<file path="src/hw/dibc_pkg.sv">
// Constants and types for the inversion and blanking command block
`default_nettype none

package dibc_pkg;

  // ----------------------------------------------------------------------
  // Command codes
  // ----------------------------------------------------------------------
  localparam logic [7:0] DIBC_INVERSION_CLEAR_CMD = 8'h20;
  localparam logic [7:0] DIBC_INVERSION_SET_CMD = 8'h21;
  localparam logic [7:0] DIBC_BLANK_OUTPUT_CMD = 8'h28;
  localparam logic [7:0] DIBC_UNBLANK_OUTPUT_CMD = 8'h29;

  // ----------------------------------------------------------------------
  // Register offsets
  // ----------------------------------------------------------------------
  localparam int DIBC_ADDR_W = 4;
  localparam int DIBC_DATA_W = 8;
  localparam logic [3:0] DIBC_REG_STATUS = 4'h0;
  localparam logic [3:0] DIBC_REG_CMD_ISSUE = 4'h1;
  localparam logic [3:0] DIBC_REG_LAST_CMD = 4'h2;
  localparam logic [3:0] DIBC_REG_DROP_CNT = 4'h3;
  localparam logic [3:0] DIBC_REG_CTRL = 4'h4;

  // ----------------------------------------------------------------------
  // Field positions
  // ----------------------------------------------------------------------
  localparam int DIBC_ST_INVERT_BIT = 0;
  localparam int DIBC_ST_OUT_EN_BIT = 1;
  localparam int DIBC_ST_BLANK_BIT = 2;
  localparam int DIBC_ST_BLANK_PEND_BIT = 3;
  localparam int DIBC_ST_SW_PEND_BIT = 4;
  localparam int DIBC_ST_DROP_BIT = 5;
  localparam int DIBC_CTRL_SOFT_RST_BIT = 0;

  // ----------------------------------------------------------------------
  // Reset values
  // ----------------------------------------------------------------------
  localparam logic DIBC_INVERT_RESET = 1'b0;
  localparam logic DIBC_OUT_EN_RESET = 1'b0;
  localparam logic DIBC_BLANK_RESET = 1'b1;
  localparam logic [7:0] DIBC_LAST_CMD_RESET = 8'h00;
  localparam logic [7:0] DIBC_DROP_CNT_RESET = 8'h00;

  // ----------------------------------------------------------------------
  // Byte stream tracking state
  // ----------------------------------------------------------------------
  typedef enum logic [2:0] {
    DIBC_IDLE = 3'b001,
    DIBC_OWN = 3'b010,
    DIBC_OTHER = 3'b100
  } dibc_state_t;

endpackage : dibc_pkg

`default_nettype wire

</file>
<file path="src/hw/dibc_ctrl.sv">
// Inversion and blanking command decoder with panel-facing state
//
// Notes on behaviour
// - Command 20h, no parameters, clears colour inversion.
// - Command 21h, no parameters, sets colour inversion.
// - Inversion clear while already clear changes nothing.
// - Inversion set while already set changes nothing.
// - Command 28h enters blanked state; panel gets a blank page.
// - Command 29h leaves blanked state; frame memory shown again.
// - Blank and unblank never touch frame memory contents.
// - Blank and unblank change only the output-enable state.
// - Entering blanked state by command switches cleanly, at a frame boundary.
// - Blank while already blanked takes no action.
// - Unblank while already unblanked takes no action.
// - Power-on, hardware and software reset leave inversion cleared.
// - Power-on, hardware and software reset leave output blanked.
// - All four commands work in every display and sleep mode.
`default_nettype none

module dibc_ctrl
  import dibc_pkg::*;
#(
  parameter int DROP_CNT_W = 8
) (
  // Clock and reset
  input wire logic core_clk_in,
  input wire logic rst_in,
  // Host byte stream
  input wire logic byte_valid_in,
  input wire logic byte_is_cmd_in,
  input wire logic [7:0] byte_in,
  // Software reset and scan timing
  input wire logic soft_rst_in,
  input wire logic frame_start_in,
  // Register port
  input wire logic [dibc_pkg::DIBC_ADDR_W-1:0] reg_addr_in,
  input wire logic [dibc_pkg::DIBC_DATA_W-1:0] reg_wdata_in,
  input wire logic reg_wr_in,
  input wire logic reg_rd_in,
  output logic [dibc_pkg::DIBC_DATA_W-1:0] reg_rdata_out,
  // Panel scan path
  output logic invert_out,
  output logic blank_out,
  // Bytes for other decoders
  output logic fwd_valid_out,
  output logic fwd_is_cmd_out,
  output logic [7:0] fwd_byte_out
);

  import dibc_pkg::*;

  // ----------------------------------------------------------------------
  // Declarations
  // ----------------------------------------------------------------------
  dibc_state_t state;
  dibc_state_t next_state;
  logic sw_cmd_pend;
  logic [7:0] sw_cmd_byte;
  logic ctrl_soft_rst;
  logic soft_rst_any;
  logic exec_valid;
  logic [7:0] exec_byte;
  logic exec_from_link;
  logic is_inv_clr;
  logic is_inv_set;
  logic is_blank;
  logic is_unblank;
  logic is_own;
  logic invert_flag;
  logic out_en_flag;
  logic blank_pend;
  logic drop_seen;
  logic drop_now;
  logic [7:0] last_cmd;
  logic [DROP_CNT_W-1:0] drop_cnt;

  // ----------------------------------------------------------------------
  // Command source selection
  // ----------------------------------------------------------------------
  // Link command bytes win; a register-issued byte waits for a free cycle
  assign exec_from_link = byte_valid_in && byte_is_cmd_in;
  assign exec_valid = exec_from_link || sw_cmd_pend;
  assign exec_byte = exec_from_link ? byte_in : sw_cmd_byte;
  assign ctrl_soft_rst = reg_wr_in && (reg_addr_in == DIBC_REG_CTRL) &&
                         reg_wdata_in[DIBC_CTRL_SOFT_RST_BIT];
  assign soft_rst_any = soft_rst_in || ctrl_soft_rst;

  always_ff @(posedge core_clk_in or posedge rst_in) begin
    if (rst_in) begin
      sw_cmd_pend <= 1'b0;
      sw_cmd_byte <= 8'h00;
    end else if (reg_wr_in && (reg_addr_in == DIBC_REG_CMD_ISSUE)) begin
      sw_cmd_pend <= 1'b1;
      sw_cmd_byte <= reg_wdata_in;
    end else if (sw_cmd_pend && !exec_from_link) begin
      sw_cmd_pend <= 1'b0;
    end
  end

  // ----------------------------------------------------------------------
  // Decode
  // ----------------------------------------------------------------------
  // No mode input gates the decode: sleep, idle, partial alike
  assign is_inv_clr = exec_valid &&
                      (exec_byte == DIBC_INVERSION_CLEAR_CMD);
  assign is_inv_set = exec_valid &&
                      (exec_byte == DIBC_INVERSION_SET_CMD);
  assign is_blank = exec_valid &&
                    (exec_byte == DIBC_BLANK_OUTPUT_CMD);
  assign is_unblank = exec_valid &&
                      (exec_byte == DIBC_UNBLANK_OUTPUT_CMD);
  assign is_own = is_inv_clr || is_inv_set || is_blank || is_unblank;

  // ----------------------------------------------------------------------
  // State flags
  // ----------------------------------------------------------------------
  // Each flag only moves when its own pair of commands arrives or on a hardware or software reset
  dibc_flag #(
    .RESET_VAL(DIBC_INVERT_RESET)
  ) u_invert (
    .core_clk_in(core_clk_in),
    .rst_in(rst_in),
    .sync_rst_in(soft_rst_any),
    .set_in(is_inv_set),
    .clr_in(is_inv_clr),
    .flag_out(invert_flag),
    .changed_out()
  );

  dibc_flag #(
    .RESET_VAL(DIBC_OUT_EN_RESET)
  ) u_out_en (
    .core_clk_in(core_clk_in),
    .rst_in(rst_in),
    .sync_rst_in(soft_rst_any),
    .set_in(is_unblank),
    .clr_in(is_blank),
    .flag_out(out_en_flag),
    .changed_out()
  );

  // ----------------------------------------------------------------------
  // Panel outputs
  // ----------------------------------------------------------------------
  // Blank and unblank only touch the output-enable path; this block has no
  // frame memory port at all, so memory contents stay as they were
  always_ff @(posedge core_clk_in or posedge rst_in) begin
    if (rst_in) begin
      invert_out <= DIBC_INVERT_RESET;
    end else begin
      invert_out <= invert_flag;
    end
  end

  // Blank state follows the enable only at a frame start, so no command
  // cuts a part frame off mid-scan; a software reset blanks at once
  always_ff @(posedge core_clk_in or posedge rst_in) begin
    if (rst_in) begin
      blank_out <= DIBC_BLANK_RESET;
    end else if (soft_rst_any) begin
      blank_out <= DIBC_BLANK_RESET;
    end else if (frame_start_in) begin
      blank_out <= !out_en_flag;
    end
  end

  assign blank_pend = blank_out == out_en_flag;

  // ----------------------------------------------------------------------
  // Byte stream tracking
  // ----------------------------------------------------------------------
  // After one of our commands, data bytes are parameters nobody expects
  always_comb begin
    next_state = state;
    case (state)
      DIBC_IDLE,
      DIBC_OWN,
      DIBC_OTHER: begin
        if (exec_from_link) begin
          next_state = is_own ? DIBC_OWN : DIBC_OTHER;
        end
      end
      default: begin
        next_state = DIBC_IDLE;
      end
    endcase
  end

  always_ff @(posedge core_clk_in or posedge rst_in) begin
    if (rst_in) begin
      state <= DIBC_IDLE;
    end else if (soft_rst_any) begin
      state <= DIBC_IDLE;
    end else begin
      state <= next_state;
    end
  end

  assign drop_now = byte_valid_in && !byte_is_cmd_in &&
                    (state == DIBC_OWN);

  // ----------------------------------------------------------------------
  // Forwarding to other decoders
  // ----------------------------------------------------------------------
  always_ff @(posedge core_clk_in or posedge rst_in) begin
    if (rst_in) begin
      fwd_valid_out <= 1'b0;
      fwd_is_cmd_out <= 1'b0;
      fwd_byte_out <= 8'h00;
    end else begin
      fwd_valid_out <= byte_valid_in && !drop_now &&
                       !(exec_from_link && is_own);
      fwd_is_cmd_out <= byte_is_cmd_in;
      fwd_byte_out <= byte_in;
    end
  end

  // ----------------------------------------------------------------------
  // Diagnostics
  // ----------------------------------------------------------------------
  always_ff @(posedge core_clk_in or posedge rst_in) begin
    if (rst_in) begin
      last_cmd <= DIBC_LAST_CMD_RESET;
    end else if (is_own) begin
      last_cmd <= exec_byte;
    end
  end

  // Counter saturates instead of wrapping
  always_ff @(posedge core_clk_in or posedge rst_in) begin
    if (rst_in) begin
      drop_cnt <= DROP_CNT_W'(DIBC_DROP_CNT_RESET);
    end else if (soft_rst_any) begin
      drop_cnt <= DROP_CNT_W'(DIBC_DROP_CNT_RESET);
    end else if (drop_now && (drop_cnt != {DROP_CNT_W{1'b1}})) begin
      drop_cnt <= drop_cnt + DROP_CNT_W'(1);
    end
  end

  // Sticky drop flag: a new drop in the clearing cycle keeps it set
  always_ff @(posedge core_clk_in or posedge rst_in) begin
    if (rst_in) begin
      drop_seen <= 1'b0;
    end else if (drop_now) begin
      drop_seen <= 1'b1;
    end else if (reg_rd_in && (reg_addr_in == DIBC_REG_DROP_CNT)) begin
      drop_seen <= 1'b0;
    end
  end

  // ----------------------------------------------------------------------
  // Register read
  // ----------------------------------------------------------------------
  // Data stands only in the cycle after the read strobe
  always_ff @(posedge core_clk_in or posedge rst_in) begin
    if (rst_in) begin
      reg_rdata_out <= '0;
    end else if (!reg_rd_in) begin
      reg_rdata_out <= '0;
    end else if (reg_addr_in == DIBC_REG_STATUS) begin
      reg_rdata_out <= '0;
      reg_rdata_out[DIBC_ST_INVERT_BIT] <= invert_flag;
      reg_rdata_out[DIBC_ST_OUT_EN_BIT] <= out_en_flag;
      reg_rdata_out[DIBC_ST_BLANK_BIT] <= blank_out;
      reg_rdata_out[DIBC_ST_BLANK_PEND_BIT] <= blank_pend;
      reg_rdata_out[DIBC_ST_SW_PEND_BIT] <= sw_cmd_pend;
      reg_rdata_out[DIBC_ST_DROP_BIT] <= drop_seen;
    end else if (reg_addr_in == DIBC_REG_LAST_CMD) begin
      reg_rdata_out <= last_cmd;
    end else if (reg_addr_in == DIBC_REG_DROP_CNT) begin
      reg_rdata_out <= DIBC_DATA_W'(drop_cnt);
    end else begin
      reg_rdata_out <= '0;
    end
  end

endmodule : dibc_ctrl

`default_nettype wire

</file>
<file path="src/hw/dibc_flag.sv">
// One set/clear state flag with reset value and change pulse
`default_nettype none

module dibc_flag #(
  parameter logic RESET_VAL = 1'b0
) (
  // Clock and reset
  input wire logic core_clk_in,
  input wire logic rst_in,
  // Control
  input wire logic sync_rst_in,
  input wire logic set_in,
  input wire logic clr_in,
  // State
  output logic flag_out,
  output logic changed_out
);

  // ----------------------------------------------------------------------
  // Flag
  // ----------------------------------------------------------------------
  // A request for the value already held leaves the flag alone
  always_ff @(posedge core_clk_in or posedge rst_in) begin
    if (rst_in) begin
      flag_out <= RESET_VAL;
    end else if (sync_rst_in) begin
      flag_out <= RESET_VAL;
    end else if (set_in) begin
      flag_out <= 1'b1;
    end else if (clr_in) begin
      flag_out <= 1'b0;
    end
  end

  // ----------------------------------------------------------------------
  // Change pulse
  // ----------------------------------------------------------------------
  always_ff @(posedge core_clk_in or posedge rst_in) begin
    if (rst_in) begin
      changed_out <= 1'b0;
    end else if (sync_rst_in) begin
      changed_out <= flag_out != RESET_VAL;
    end else begin
      changed_out <= (set_in && !flag_out) || (clr_in && !set_in && flag_out);
    end
  end

endmodule : dibc_flag

`default_nettype wire

</file>
<file path="config.mk">
export PLATFORM = sky130hd
export DESIGN_NAME = dibc_ctrl
export DESIGN_NICKNAME = d
export VERILOG_FILES = /design/src/hw/dibc_pkg.sv /design/src/hw/dibc_ctrl.sv /design/src/hw/dibc_flag.sv
export SDC_FILE = /design/constraint.sdc
export NUM_CORES = 1
export LEC_CHECK = 0
export ABC_CLOCK_PERIOD_IN_PS = 2140
export CORE_ASPECT_RATIO = 1.75
export CORE_MARGIN = 1
export CORE_UTILIZATION = 59
export CTS_CLUSTER_SIZE = 12
export DETAILED_ROUTE_END_ITERATION = 7
export DONT_BUFFER_PORTS = 1
export PLACE_DENSITY = 0.83
export SYNTH_ARGS = -nofsm -noshare
export SYNTH_HDL_FRONTEND = slang
export SYNTH_SLANG_ARGS = --single-unit
</file>
<file path="constraint.sdc">
create_clock -name core_clk_in -period 2.14 [get_ports core_clk_in]
set_clock_uncertainty 0.2 [all_clocks]
set_input_delay 0.107 -clock core_clk_in [delete_from_list [all_inputs] [get_ports core_clk_in]]
set_output_delay 0.107 -clock core_clk_in [all_outputs]
set_load 0.005 [all_outputs]
</file>
==> reports/metrics.yaml <==
tightest_slew_ps: 480
grt_pass1_wl_um: 8800
vias: 1816
antenna_found_initial: 0
drc: 0
regToRegSetupSlack_ps: 100
ir_worst_vdd_mv: 0.836
drv_slew: 0
rows: 29
io_buffers: 0
p_total_w: 0.00181
grt_util_all_layers_pct: 32.6
crit_path_end_kind: "flop"
worstHoldStart: "reg_addr_in[0]"
synthArstFlopShare_pct: 100
min_delay_path_depth: 3
io_pins: 48
ys.flop_type: "dfrtp_1"
critical-path-slowest-cell: "dlygate4sd3_1"
synth.ff_latch_count: 51
initial_core_util_pct: 61.2
routedWlPerCell_um: 20.8
synth.top_cell.area_share_pct: 55.8
synthCells: 195
fp.dieW_um: 48.1
avgSynthCellArea_um2: 11.3
crit_arrival_ps: 2120
dpl.hpwl_um: 3540
drt_iter0_markers: 121
clk_pin_slew_ps: 100
fill_cells: 199
multi_input_area_um2: 882
clk_path_buf_depth: 2
fin_nets: 260
required_ps: 2130
syn_to_final_growth_pct: 22.1
viasPerCell: 6.53
crit_path_start_kind: "input port"
cts-root-buf: "clkbuf_8"
fmax_ghz: 0.469
layout_common_cells: "dfrtp_1, dlygate4sd3_1, nand2_1, nor2_1, mux2_2"
final_common_cell: "dfrtp_1"
cts_tree: "done"
n_antenna_cell: 0
p_per_area_nw_per_um2: 674
syn_area_um2: 2200
yosysTopAreaCell: "dfrtp_1"
ys_types: 44
reg2reg_depth: 4
path_delay_family: "simple AND/OR/NAND/NOR gates"
slowest_delay_ps: 590
ys_warn_count: 0
min_period_ps: 2130
hold_path.class: "in2reg"
dieArea_um2: 3980
path_max_fanout: 8
rr_startpoint: "state[2]"
grt_overflow: 0
pre_cts_ws_ps: 77.5
path_buf_inv: 1
setup_viol: 0
final_cell_area_um2: 2690
drive_above_1_share_pct: 15.9
min_period_over_period_pct: 99.6
maxSlewHeadroom_pct: 67.9
cts_made_buffers: 5
rsz0062_at_grt: "true"
path_cells: "dlygate4sd3_1, or4b_4, or4_4, o22a_1, a21boi_0"
detail-route-antenna-nets: 0
synth_nets: 224
cap_viol_max_count: 0
dpl_cell_area_um2: 2260
fin_ws_ps: 8.27
p_leak_nw: 1.19
grt_max_degree: 25
synth_edf_count: 0
status: "finished, final reports clean"
gp_congestion: 0.912
hold_end: "reg_rdata_out[5]"
ys_seq_area_share_pct: 58.2
postLayoutCoreUtil_pct: 74.7
finalHoldViolCount: 0
core_um2: 3590
first_global_vias: 1834
clkSinkCount: 51
die_h_um: 82.8
criticalPathCategory: "in2reg"
worstReg2RegEnd: "drop_cnt[4]"
first_pass_iters: 4
clkLatencyLatePin_ps: 310
h-tree-depth: 2
wl_um: 5790
seqCellArea_um2: 1280
netlist_top_cells_area: "dfrtp_1, mux2_2, nand2_1"
==> layout make-up <==
type / count / area share [%]
well taps: 46 / 2.14
repair buffers: 37 / 13.4
multi-input cells: 131 / 32.9
clock inverters: 3 / 0.699
inverters: 5 / 0.699
flip-flops and latches: 51 / 47.6
clock buffers: 5 / 2.56
==> power breakdown <==
part,total [W],internal (W),switching [W]
Combinational,0.000190,0.0000969,0.0000934
Sequential,0.00106,0.00102,0.0000403
Clock,0.000556,0.000231,0.000325
==> how the worst max path moves through the flow <==
stage                            from          end  slack (ps)  cells past startpoint
after floorplan           drop_cnt[0]  drop_cnt[4]         320                      5
after global placement       state[2]  drop_cnt[6]         190                      4
after detailed placement     state[2]  drop_cnt[4]          80                      4
after CTS                  byte_in[6]  last_cmd[3]           4                      5
after global routing       byte_in[6]     state[1]         -40                      6
final                      byte_in[6]  last_cmd[3]           8                      5
==> repair_timing <==
action                                 4_1_cts  5_1_grt
gates resized for setup                      0        6
setup endpoints to repair                    0        5
hold buffers                                30        2
buffers inserted                             0        0
endpoints found under the hold margin       91        6
==> routing by layer <==
metal	share of wire, %	up-vias	track usage [%]
met3	7.1	36	8.04
met4	5.7	0	21.9
met5	0	-	0
met2	51	123	51.7
met1	36	870	36.6
li1	-	787	-
==> worst min-delay path: stages <==
cell and delay [ps]:
nand2b_1 140, o221ai_1 130, nor2_1 100
==> cells by family (layout without fill, tap and decap cells) <==
logic type / Yosys count / in the layout / share of synthesized area, %
multiplexers: 15 / 15 / 7.40
AND/OR/NAND/NOR: 76 / 76 / 19.3
XOR/XNOR: 2 / 2 / 0.797
adder cells (fa/ha/maj): 1 / 1 / 0.569
flip-flops: 51 / 51 / 58.2
buffers and inverters: 13 / 50 / 2.28
AO/OA/AOI/OAI: 37 / 37 / 11.5
==> cells in the mapped netlist (2+ instances only) <==
cell type / instances
and4_1: 2
o21ai_0: 7
o2bb2ai_1: 2
or4_1: 3
nor3b_1: 3
a31oi_1: 3
nor2b_1: 2
o41ai_1: 3
clkbuf_1: 7
dfrtp_1: 49
and3_1: 3
o21a_1: 2
a211oi_1: 2
nand2b_1: 2
inv_1: 5
nor3_1: 6
nor4_1: 2
a21oi_1: 8
mux2i_1: 5
nand2_1: 17
nand3_1: 7
xnor2_1: 2
mux2_2: 10
dfstp_2: 2
o311ai_0: 2
or3_1: 2
and3_2: 6
nor2_1: 15
==> state kept, by name (all words and copies together) (netlist names) <==
name               cells
blank_out              1
drop_cnt               8
drop_seen              1
fwd_byte_out           8
fwd_is_cmd_out         1
fwd_valid_out          1
invert_out             1
last_cmd               8
reg_rdata_out          8
state                  3
sw_cmd_byte            8
sw_cmd_pend            1
u_invert.flag_out      1
u_out_en.flag_out      1
==> per-stage QoR <==
stage	TNS, ps	instances	hold slack [ps]
finish	0	278	11.9
global route	-81.3	278	59.0
CTS	0	276	5.47
detailed placement	0	238	-164
global placement	0	238	-177
floorplan	0	195	-61.6
No activity file was read; power rests on OpenSTA's default activity.
